[src/hw/ltt_regs.svh]
// timing and reset constants for the lost token timeout timer
`ifndef LTT_REGS_SVH
`define LTT_REGS_SVH
`define LTT_TIMEOUT_MS 100
`define LTT_CLK_PERIOD_NS 50
// cycles in the timeout period, rounded down from ms and clock period
`define LTT_TIMEOUT_CYC ((`LTT_TIMEOUT_MS * 1000000) / `LTT_CLK_PERIOD_NS)
`define LTT_CNT_W 22
`define LTT_CNT_RST 22'h000000
`define LTT_FLAG_RST 1'b0
`define LTT_BOUNCE_RST 1'b1
`endif

[src/hw/ltt_pkg.sv]
// types for the lost token timeout timer
package ltt_pkg;
    typedef enum logic [2:0] {
        LTT_IDLE = 3'h1,
        LTT_RUN = 3'h2,
        LTT_FIRE = 3'h4
    } ltt_state_e;
    typedef struct packed {
        ltt_state_e state;
        logic [21:0] cnt;
        logic sat_gen;
        logic running;
        logic bounce;
    } ltt_state_s;
endpackage

[src/hw/ltt_timer.sv]
// per-port lost token timeout timer with substitute token generation
// Notes on behaviour
// - each port instantiates its own lost token timer
// - timeout period is 100 ms from latest start or restart
// - timer starts when power-on, total or absolute reset completes
// - forwarding or returning a token restarts the timer from zero
// - on expiry a substitute token is raised as if received
// - node-wide bounce select decides forward versus return of tokens
// - bounce select is forced for single-port or switch nodes
`timescale 1ns/1ns
`include "ltt_regs.svh"
// TERM_CNT is the last count value of a period; the default spans 100 ms at the
// nominal port clock, and another clock needs its own value set at the instance
module ltt_timer #(
    parameter logic [21:0] TERM_CNT = 22'(`LTT_TIMEOUT_CYC - 1)
) (
    input wire logic core_clk_i,
    input wire logic rst_i,
    input wire logic reset_done_i,
    input wire logic sat_pass_i,
    input wire logic single_or_switch_i,
    input wire logic bounce_cfg_i,
    output logic sat_gen_o,
    output logic running_o,
    output logic token_bounce_select_o
);
    ltt_pkg::ltt_state_s st_q, st_d;

    // ----------------------------------------
    // decode helpers
    // ----------------------------------------
    // a token handed on or a completed reset kind both restart the period
    // restart request decode
    function automatic logic restart_req(
        input logic pass,
        input logic done
    );
        restart_req = pass | done;
    endfunction

    // the period has run out once the count sits at its terminal value;
    // an equality compare keeps the decode to one wide gate
    // expiry decode
    function automatic logic at_terminal(
        input logic [21:0] cnt
    );
        at_terminal = (cnt == TERM_CNT);
    endfunction

    // ----------------------------------------
    // next state
    // ----------------------------------------
    always_comb begin
        st_d = st_q;
        st_d.sat_gen = 1'b0;
        st_d.bounce = single_or_switch_i | bounce_cfg_i;
        case (st_q.state)
            ltt_pkg::LTT_IDLE: begin
                if (reset_done_i) begin
                    st_d.state = ltt_pkg::LTT_RUN;
                    st_d.cnt = `LTT_CNT_RST;
                    st_d.running = 1'b1;
                end
            end
            ltt_pkg::LTT_RUN: begin
                // restart on forwarded or returned token
                if (restart_req(sat_pass_i, reset_done_i)) begin
                    st_d.cnt = `LTT_CNT_RST;
                end else if (at_terminal(st_q.cnt)) begin
                    st_d.state = ltt_pkg::LTT_FIRE;
                    st_d.cnt = `LTT_CNT_RST;
                end else begin
                    st_d.cnt = st_q.cnt + 22'h000001;
                end
            end
            ltt_pkg::LTT_FIRE: begin
                // a pass seen in this cycle is dropped: the substitute token
                // already stands for it and opens the next period
                // substitute token pulse, then run a new period
                st_d.sat_gen = 1'b1;
                st_d.state = ltt_pkg::LTT_RUN;
                st_d.cnt = `LTT_CNT_RST;
            end
            default: begin
                // illegal code: fall back to idle and wait for a new start
                st_d.state = ltt_pkg::LTT_IDLE;
                st_d.running = 1'b0;
                st_d.cnt = `LTT_CNT_RST;
            end
        endcase
    end

    // ----------------------------------------
    // state register
    // ----------------------------------------
    // private per-port state
    always_ff @(posedge core_clk_i) begin
        if (rst_i) begin
            st_q.state <= ltt_pkg::LTT_IDLE;
            st_q.cnt <= `LTT_CNT_RST;
            st_q.sat_gen <= `LTT_FLAG_RST;
            st_q.running <= `LTT_FLAG_RST;
            // bounce leaves reset set: tokens are returned until told otherwise
            st_q.bounce <= `LTT_BOUNCE_RST;
        end else begin
            st_q <= st_d;
        end
    end

    // ----------------------------------------
    // outputs
    // ----------------------------------------
    // every port comes straight from the state register, so no decode glitch leaves the block
    assign sat_gen_o = st_q.sat_gen;
    assign running_o = st_q.running;
    assign token_bounce_select_o = st_q.bounce;

    // ----------------------------------------
    // checks
    // ----------------------------------------
    // expiry raises token
    a_expiry_fires: assert property (@(posedge core_clk_i) disable iff (rst_i)
        (st_q.state == ltt_pkg::LTT_RUN && st_q.cnt == TERM_CNT && !sat_pass_i && !reset_done_i)
        |=> ##1 sat_gen_o)
        else $error("expiry did not raise substitute token");
    a_restart_clears: assert property (@(posedge core_clk_i) disable iff (rst_i)
        (st_q.state == ltt_pkg::LTT_RUN && sat_pass_i) |=> (st_q.cnt == 22'h000000 && !sat_gen_o))
        else $error("token pass did not restart timer");
    a_start_after_reset: assert property (@(posedge core_clk_i) disable iff (rst_i)
        (st_q.state == ltt_pkg::LTT_IDLE && reset_done_i) |=> running_o)
        else $error("timer did not start");
    a_idle_no_token: assert property (@(posedge core_clk_i) disable iff (rst_i)
        !running_o |-> !sat_gen_o)
        else $error("token generated while stopped");
    a_bounce_forced: assert property (@(posedge core_clk_i) disable iff (rst_i)
        single_or_switch_i |=> token_bounce_select_o)
        else $error("bounce select not forced");
    a_bounce_follows: assert property (@(posedge core_clk_i) disable iff (rst_i)
        (!single_or_switch_i && !bounce_cfg_i) |=> !token_bounce_select_o)
        else $error("bounce select stuck");
    a_count_steps: assert property (@(posedge core_clk_i) disable iff (rst_i)
        (st_q.state == ltt_pkg::LTT_RUN && !sat_pass_i && !reset_done_i && st_q.cnt != TERM_CNT)
        |=> st_q.cnt == $past(st_q.cnt) + 22'h000001)
        else $error("timer count did not advance");
    a_count_bound: assert property (@(posedge core_clk_i) disable iff (rst_i)
        st_q.cnt <= TERM_CNT)
        else $error("count passed terminal value");
    c_start: cover property (@(posedge core_clk_i) disable iff (rst_i) $rose(running_o));
    c_fire: cover property (@(posedge core_clk_i) disable iff (rst_i) sat_gen_o);
    c_restart: cover property (@(posedge core_clk_i) disable iff (rst_i) running_o && sat_pass_i);

    // ----------------------------------------
    // expiry and restart checks
    // ----------------------------------------
    // one period, counted in edges after the edge s that starts or restarts it:
    //   after s + k, k up to TERM_CNT : the count holds k
    //   after s + TERM_CNT + 1        : fire state, a pass in this cycle is dropped
    //   after s + TERM_CNT + 2        : substitute token for one cycle, count back at 0
    // so two tokens with no pass between them lie TERM_CNT + 2 cycles apart
    // expiry enters fire
    a_fire_entry: assert property (@(posedge core_clk_i) disable iff (rst_i)
        (st_q.state == ltt_pkg::LTT_RUN && at_terminal(st_q.cnt) && !restart_req(sat_pass_i, reset_done_i))
        |=> (st_q.state == ltt_pkg::LTT_FIRE && st_q.cnt == 22'h000000 && !sat_gen_o))
        else $error("terminal count did not enter the fire state");
    a_fire_ignores_pass: assert property (@(posedge core_clk_i) disable iff (rst_i)
        (st_q.state == ltt_pkg::LTT_FIRE)
        |=> (st_q.state == ltt_pkg::LTT_RUN && st_q.cnt == 22'h000000 && sat_gen_o))
        else $error("fire cycle did not raise substitute token");
    a_token_one_cycle: assert property (@(posedge core_clk_i) disable iff (rst_i)
        sat_gen_o |=> !sat_gen_o)
        else $error("substitute token held too long");
    a_token_from_fire: assert property (@(posedge core_clk_i) disable iff (rst_i)
        sat_gen_o |-> ($past(st_q.state) == ltt_pkg::LTT_FIRE))
        else $error("substitute token without expiry");
    a_token_new_period: assert property (@(posedge core_clk_i) disable iff (rst_i)
        sat_gen_o |-> (st_q.state == ltt_pkg::LTT_RUN && st_q.cnt == 22'h000000))
        else $error("substitute token did not open a new period");
    a_restart_any: assert property (@(posedge core_clk_i) disable iff (rst_i)
        (st_q.state == ltt_pkg::LTT_RUN && restart_req(sat_pass_i, reset_done_i))
        |=> (st_q.state == ltt_pkg::LTT_RUN && st_q.cnt == 22'h000000))
        else $error("restart did not clear the period");
    a_no_early_fire: assert property (@(posedge core_clk_i) disable iff (rst_i)
        (st_q.state == ltt_pkg::LTT_RUN && !at_terminal(st_q.cnt))
        |=> (st_q.state != ltt_pkg::LTT_FIRE))
        else $error("timer expired before terminal count");

    // ----------------------------------------
    // start and reset checks
    // ----------------------------------------
    // idle until reset completes
    a_idle_waits: assert property (@(posedge core_clk_i) disable iff (rst_i)
        (st_q.state == ltt_pkg::LTT_IDLE && !reset_done_i)
        |=> (st_q.state == ltt_pkg::LTT_IDLE && !running_o && st_q.cnt == 22'h000000))
        else $error("timer left idle without reset completion");
    a_running_holds: assert property (@(posedge core_clk_i) disable iff (rst_i)
        running_o |=> running_o)
        else $error("timer stopped while running");
    // reset is synchronous: its effect is looked at one edge after it is sampled
    // reset stops timer
    a_reset_stops: assert property (@(posedge core_clk_i)
        rst_i |=> (st_q.state == ltt_pkg::LTT_IDLE && !running_o && !sat_gen_o && token_bounce_select_o))
        else $error("reset did not stop the timer");

    // further scenarios: a pass dropped in the fire cycle, bounce select released
    c_fire_refused: cover property (@(posedge core_clk_i) disable iff (rst_i)
        st_q.state == ltt_pkg::LTT_FIRE && sat_pass_i);
    c_bounce_drop: cover property (@(posedge core_clk_i) disable iff (rst_i) $fell(token_bounce_select_o));
endmodule

[config.mk]
export PLATFORM = sky130hd
export DESIGN_NAME = ltt_timer
export DESIGN_NICKNAME = d
export VERILOG_FILES = /design/src/hw/ltt_pkg.sv /design/src/hw/ltt_timer.sv
export VERILOG_INCLUDE_DIRS = /design/src /design/src/hw
export SDC_FILE = /design/constraint.sdc
export NUM_CORES = 1
export LEC_CHECK = 0
export BUFFER_PORTS_ARGS = -buffer_cell sky130_fd_sc_hd__buf_2
export CAP_MARGIN = 20
export CORE_MARGIN = 2
export CORE_UTILIZATION = 51
export DETAILED_ROUTE_END_ITERATION = 6
export PLACE_DENSITY = 0.72
export SLEW_MARGIN = 20
export SYNTH_ARGS = -nofsm -noshare
export SYNTH_HDL_FRONTEND = slang
export SYNTH_SLANG_ARGS = --single-unit
[constraint.sdc]
create_clock -name core_clk_i -period 2.3 [get_ports core_clk_i]
set_input_delay 0 -clock core_clk_i [delete_from_list [all_inputs] [get_ports core_clk_i]]
set_output_delay 0 -clock core_clk_i [all_outputs]
set_load 0.03 [all_outputs]
* After elaboration in Yosys (flattened, before gate mapping)
Cells that the tools add are included.
** Storage, ports and cells
- Logic and storage cells :: 28
- RAM bits :: 0
- Bits in latches :: 0
- ROM bits :: 0
- Output and inout bits :: 3
- Input port bits :: 6
- Register bits :: 28
- Memories :: 0
** Cells by class
- Multipliers :: 0
- Shifts and indexed selects :: 0
- Multiplexer cells :: 9
- Divide/modulo/power cells :: 0
- Add/subtract/negate cells :: 1
- Reduce and logical (&&, ||, !) cells :: 3
- Magnitude comparators :: 0
- Bitwise gates (word level) :: 3
- Eq/ne operators :: 7
** Operators with widths (number)
- $pmux 25 s3 :: 1
- $mux 22 :: 2
- $mux 25 :: 1
- $add 22x1->22 const B :: 1
- $eq 22x21->1 const B :: 1
- $mux 3 :: 2
- $ne 2x2->1 const B :: 3
- $eq 3x1->1 const B :: 1
- $eq 3x2->1 const B :: 1
- $eq 3x3->1 const B :: 1
- $reduce_and 3->1 :: 1
- $mux 1 :: 2
- $or 1x1->1 :: 2
- $pmux 1 s2 :: 1
- $reduce_and 2->1 :: 1
- $reduce_or 2->1 :: 1
- $not 1->1 :: 1

* Longest topological paths before layout
- Word-level depth :: 4
- Gate-level depth with buffers :: 7
- Gate-level depth less buffers :: 6

* Worst setup path after synthesis
Ideal clock, no wire load.
- Kind :: register to register
- From :: reg st_q[3] (netlist name)
- To :: reg st_q[24] (netlist name)
- Setup time :: 0.074 ns
- Arrival time :: 1.758 ns
- Data required time :: 2.226 ns
- Cell stages (with the launch flop) :: 7
- Period minus slack after synthesis :: 1.832 ns
- Path buffers :: 0
- Path slack :: 0.468 ns
- Cell sequence :: dfxtp_1 > ha_1 > and3_1 > and3_1 > a21o_1 > or4_1 > a31oi_1
** On the way
- Longest elaborated chain between the ends :: 4
- Elaborated cells between the ends (all ways) :: 5
** RTL lines
- start: declaration :: line ltt_timer.sv:27 : ltt_pkg::ltt_state_s st_q, st_d;
- start signal: assignment :: line ltt_timer.sv:106 : st_q <= st_d;
- $add 22x1->22 / $eq 22x21->1 (equally long branches) :: line ltt_timer.sv:73, ltt_timer.sv:47
- $mux 22 * :: line ltt_timer.sv:69 : end else if (at_terminal(st_q.cnt)) begin
- $mux 22 * :: line ltt_timer.sv:67 : if (restart_req(sat_pass_i, reset_done_i)) begin
- $pmux 25 s3 * :: line ltt_timer.sv:57 : case (st_q.state)
Every way passes the cells marked *; elsewhere a longest branch is shown, timed or not.
A chain may end at the register's enable or synchronous reset.

* Worst setup path in the final report
Ends and elaborated chain as after synthesis.

==> metrics.log <==
INFO  metric static-leakage-power = 0.5366 nW
INFO  metric setup-tns-final = 0 ns
INFO  metric core_area = between 0.002 and 0.003 mm2
INFO  metric routed_via_density = ~6.2
INFO  metric fp.dieArea = approximately 0.0033 mm2
INFO  metric routed_wire_length_per_instance = between 15 and 20 um
INFO  metric cts_tree = built
INFO  metric finalWeightedCongestion = approximately 0.81
INFO  metric timing.setup.critical_path_class = register to register
INFO  metric swShare = a little under a quarter
INFO  metric synth_sequential_area_ratio = about two fifths
INFO  metric final_period_minus_worst_setup_slack = roughly 2.0 ns
INFO  metric async_reset_ff_share = 0%
INFO  metric worst_setup_end_kind = register
INFO  metric met2_length = around 1.6 mm
INFO  metric drt_pass1_iterations = 4
INFO  metric setup_repair_after_global_routing_missed_its_margin = false
INFO  metric grt_start_max_net_pins = 23
INFO  metric power.internal = approximately 0.7 mW
INFO  metric post-cts-setup-buffers = 0
INFO  metric design.portCount = 9
INFO  metric first_pass_grt_wire_length = ~5.5 mm
INFO  metric syn_nets = 180
INFO  metric setup_violations = 0
INFO  metric tritoncts_num_sinks = 28
INFO  metric hold_violations = 0
INFO  metric placement.io_buffers = 8
INFO  metric netlist-cell-type-count = 44
INFO  metric worst_pin_slew = about 0.56 ns
INFO  metric grt_usage = approximately a fifth
INFO  metric critPathLaunchType = register
INFO  metric synth-seq-cells = 28
INFO  metric multi_input_area = 860.8 um2
INFO  metric hold_path.class = input port to register
INFO  metric clockPowerShare = 37.0%
INFO  metric maxCapViolCount = 0
INFO  metric dieHeight = around 57 um
INFO  metric drt_first_iter_violations = 37
INFO  metric r2r-end = st_q[24]
INFO  metric final_design_area_no_fill = ~0.0016 mm2
INFO  metric most-common-layout-cells = dfxtp_1 (28), nor2_1 (18), nand2_1 (16)
INFO  metric width_of_the_die = about 57 um
INFO  metric power.ir.vdd_worst = between 0.4 and 0.5 mV
INFO  metric area_delta_synth_final = 10.86%
INFO  metric fillCellCount = around 260
INFO  metric antenna_found_initial = 0
INFO  metric synthFlopType = dfxtp_1
INFO  metric nNetsFinal = between 150 and 200
INFO  metric ant_nets = 0
INFO  metric max_freq = between 400 and 500 MHz
INFO  metric routed_wirelength = 3.242 mm
INFO  metric seqCellArea = 560.5 um2
INFO  metric critPathArrivalTime = around 2.3 ns
INFO  metric drc = 0
INFO  metric worstReg2RegStart = st_q[3]
INFO  metric slew_hr = 62.52%
INFO  metric combPwrFrac = between 7 and 8%
INFO  metric drive_above_1_share = a little over an eighth
INFO  metric synth.cell_area = 0.001451 mm2
INFO  metric min_path_cells = 4
INFO  metric ys_warn_count = 0
INFO  metric holdCritStartpoint = reset_done_i
INFO  metric wl_met1 = between 1 and 1.5 mm
INFO  metric holdPathEnd = st_q[25]
INFO  metric worst-r2r-cell-count = 6
INFO  metric clkSlewWorstSetupHoldPaths = about 0.16 ns
INFO  metric clock_latency_on_the_worst_skew_pair = about 0.34 ns
INFO  metric global_route_overflow = 0
INFO  metric initial_core_util = between 50% and 60%
INFO  metric share_seq_of_total_power = a little under three fifths
INFO  metric clock_tree.buffer_depth = 2
INFO  metric reg2reg_setup_slack = approximately 0.25 ns
INFO  metric clock-skew-final = slightly below 0.006 ns
INFO  metric min_period_over_period = roughly nine tenths
INFO  metric numCtsBuffers = 3
INFO  metric post-dp-hpwl = around 2.2 mm
INFO  metric clockRootBuffer = clkbuf_4
INFO  metric num_vias = ~1300
INFO  metric power.density = 561.1 mW/mm2
INFO  metric route.top_layer_used = met4
INFO  metric antennaDiodeCount = 0
INFO  metric net-switching-power = ~0.21 mW
INFO  metric status = finished, final reports clean
INFO  metric required = roughly 2.6 ns
INFO  metric mostFrequentLayoutCell = dfxtp_1
INFO  metric first_global_vias = ~1300
INFO  metric slew_violations = 0
INFO  metric cts_htree_levels = 1
INFO  metric edff_count_synth = 0
INFO  metric crit_fanout = 7
INFO  metric postSynthAreaPerCell = 8.438 um2
INFO  metric met3_wl_post_dr = about 110 um
INFO  metric postPlaceCellArea = around 0.0015 mm2
INFO  metric placement_rows = 19
INFO  metric syn-instance-count = between 150 and 200
-- metal layers --
layer	up-vias	GRT usage, %
li1	662	-
met1	637	25.71
met2	25	37.34
met3	7	3.175
met4	0	7.973
met5	-	0
-- final cells by class --
cell class / count / share of cell area, %
Clock buffer: 3 / 1.400
Timing Repair Buffer: 14 / 5.754
Clock inverter: 1 / 1.866
Sequential cell: 28 / 34.84
Inverter: 1 / 0.2333
Tap cell: 31 / 2.411
Multi-Input combinational cell: 136 / 53.50
-- synth_stat cells, drive strengths merged, types with 2 or more instances --
library cell  instances  area, um2
nand4                 7      43.79
and4                  3      26.28
nor3                  6      35.03
o21ai                 3      15.01
xor2                  8      70.07
nor3b                 2      26.28
nor4b                 5      43.79
a211oi                2      15.01
nand2                17      66.32
nand3                13      65.06
and2                  3      20.02
nand3b                4      30.03
a311oi                2      17.52
ha                    2      25.02
dfxtp                28      560.5
and3                  4      25.02
or3                   4      27.52
nor4                  2      12.51
a21oi                 7      35.03
nor2                 18      67.56
a21o                  3      25.03
a31oi                 7      43.79
o21bai                2      15.01
buf                   6      32.53
nor2b                 2      12.51
-- critical path, cell delays in order, from the launching register on --
cell     delay, ns
dfxtp_1       0.40
ha_1          0.24
and3_1        0.20
and3_1        0.24
a21o_1        0.26
or4_1         0.49
a31oi_1       0.17
-- registers in the layout, summed over array words and instances, names as in the netlist --
register and cells:
st_q 25, running_o 1, sat_gen_o 1, token_bounce_select_o 1
-- kinds of logic after synthesis --
group	after synthesis	share of synthesized area [%]
flops	28	38.62
compound gates	30	13.79
buf+inv	8	2.758
mux	1	0.6897
xor+xnor	9	5.431
fa+ha+maj	2	1.724
simple gates	94	36.98
-- repair_timing --
| item | CTS | global route |
|---|---|---|
| endpoints found under the hold margin | 2 | 0 |
| endpoints found under the setup margin | 0 | 2 |
| resized for setup | 0 | 1 |
| hold buffers | 3 | 0 |
-- power by group through the flow --
| stage | Combinational (mW) | Sequential, mW | Clock, mW |
|---|---|---|---|
| 4_1_cts | 0.0691 | 0.500 | 0.336 |
| 2_1_floorplan | 0.0403 | 0.514 | 0 |
| 3_5_place_dp | 0.0654 | 0.510 | 0 |
| 6_report | 0.0691 | 0.500 | 0.334 |
| 5_1_grt | 0.0767 | 0.502 | 0.352 |
| 3_3_place_gp | 0.0638 | 0.510 | 0 |
-- per-stage QoR --
stage	hold WS (ns)	util (%)	cells	power, mW	setup slack, ns
after CTS	0.02839	58.72	214	0.9054	0.2152
after global routing	0.05185	58.86	214	0.9307	0.1407
final	0.04242	58.86	214	0.9028	0.2511
after detailed placement	0.1940	55.70	207	0.5758	0.2414
after global placement	0.1859	55.70	207	0.5738	0.3661
after floorplan	0.1023	-	172	0.5538	0.4682
-- worst max-delay path by stage --
stage,start,end,slack [ns],cells past startpoint
final,st_q[3],st_q[24],0.25,6
after global placement,st_q[3],st_q[24],0.37,6
after CTS,st_q[3],st_q[10],0.22,7
after floorplan,st_q[3],st_q[24],0.47,6
after detailed placement,st_q[3],st_q[5],0.24,7
after global routing,st_q[3],st_q[24],0.14,6
(Power assumes the default switching activity.)
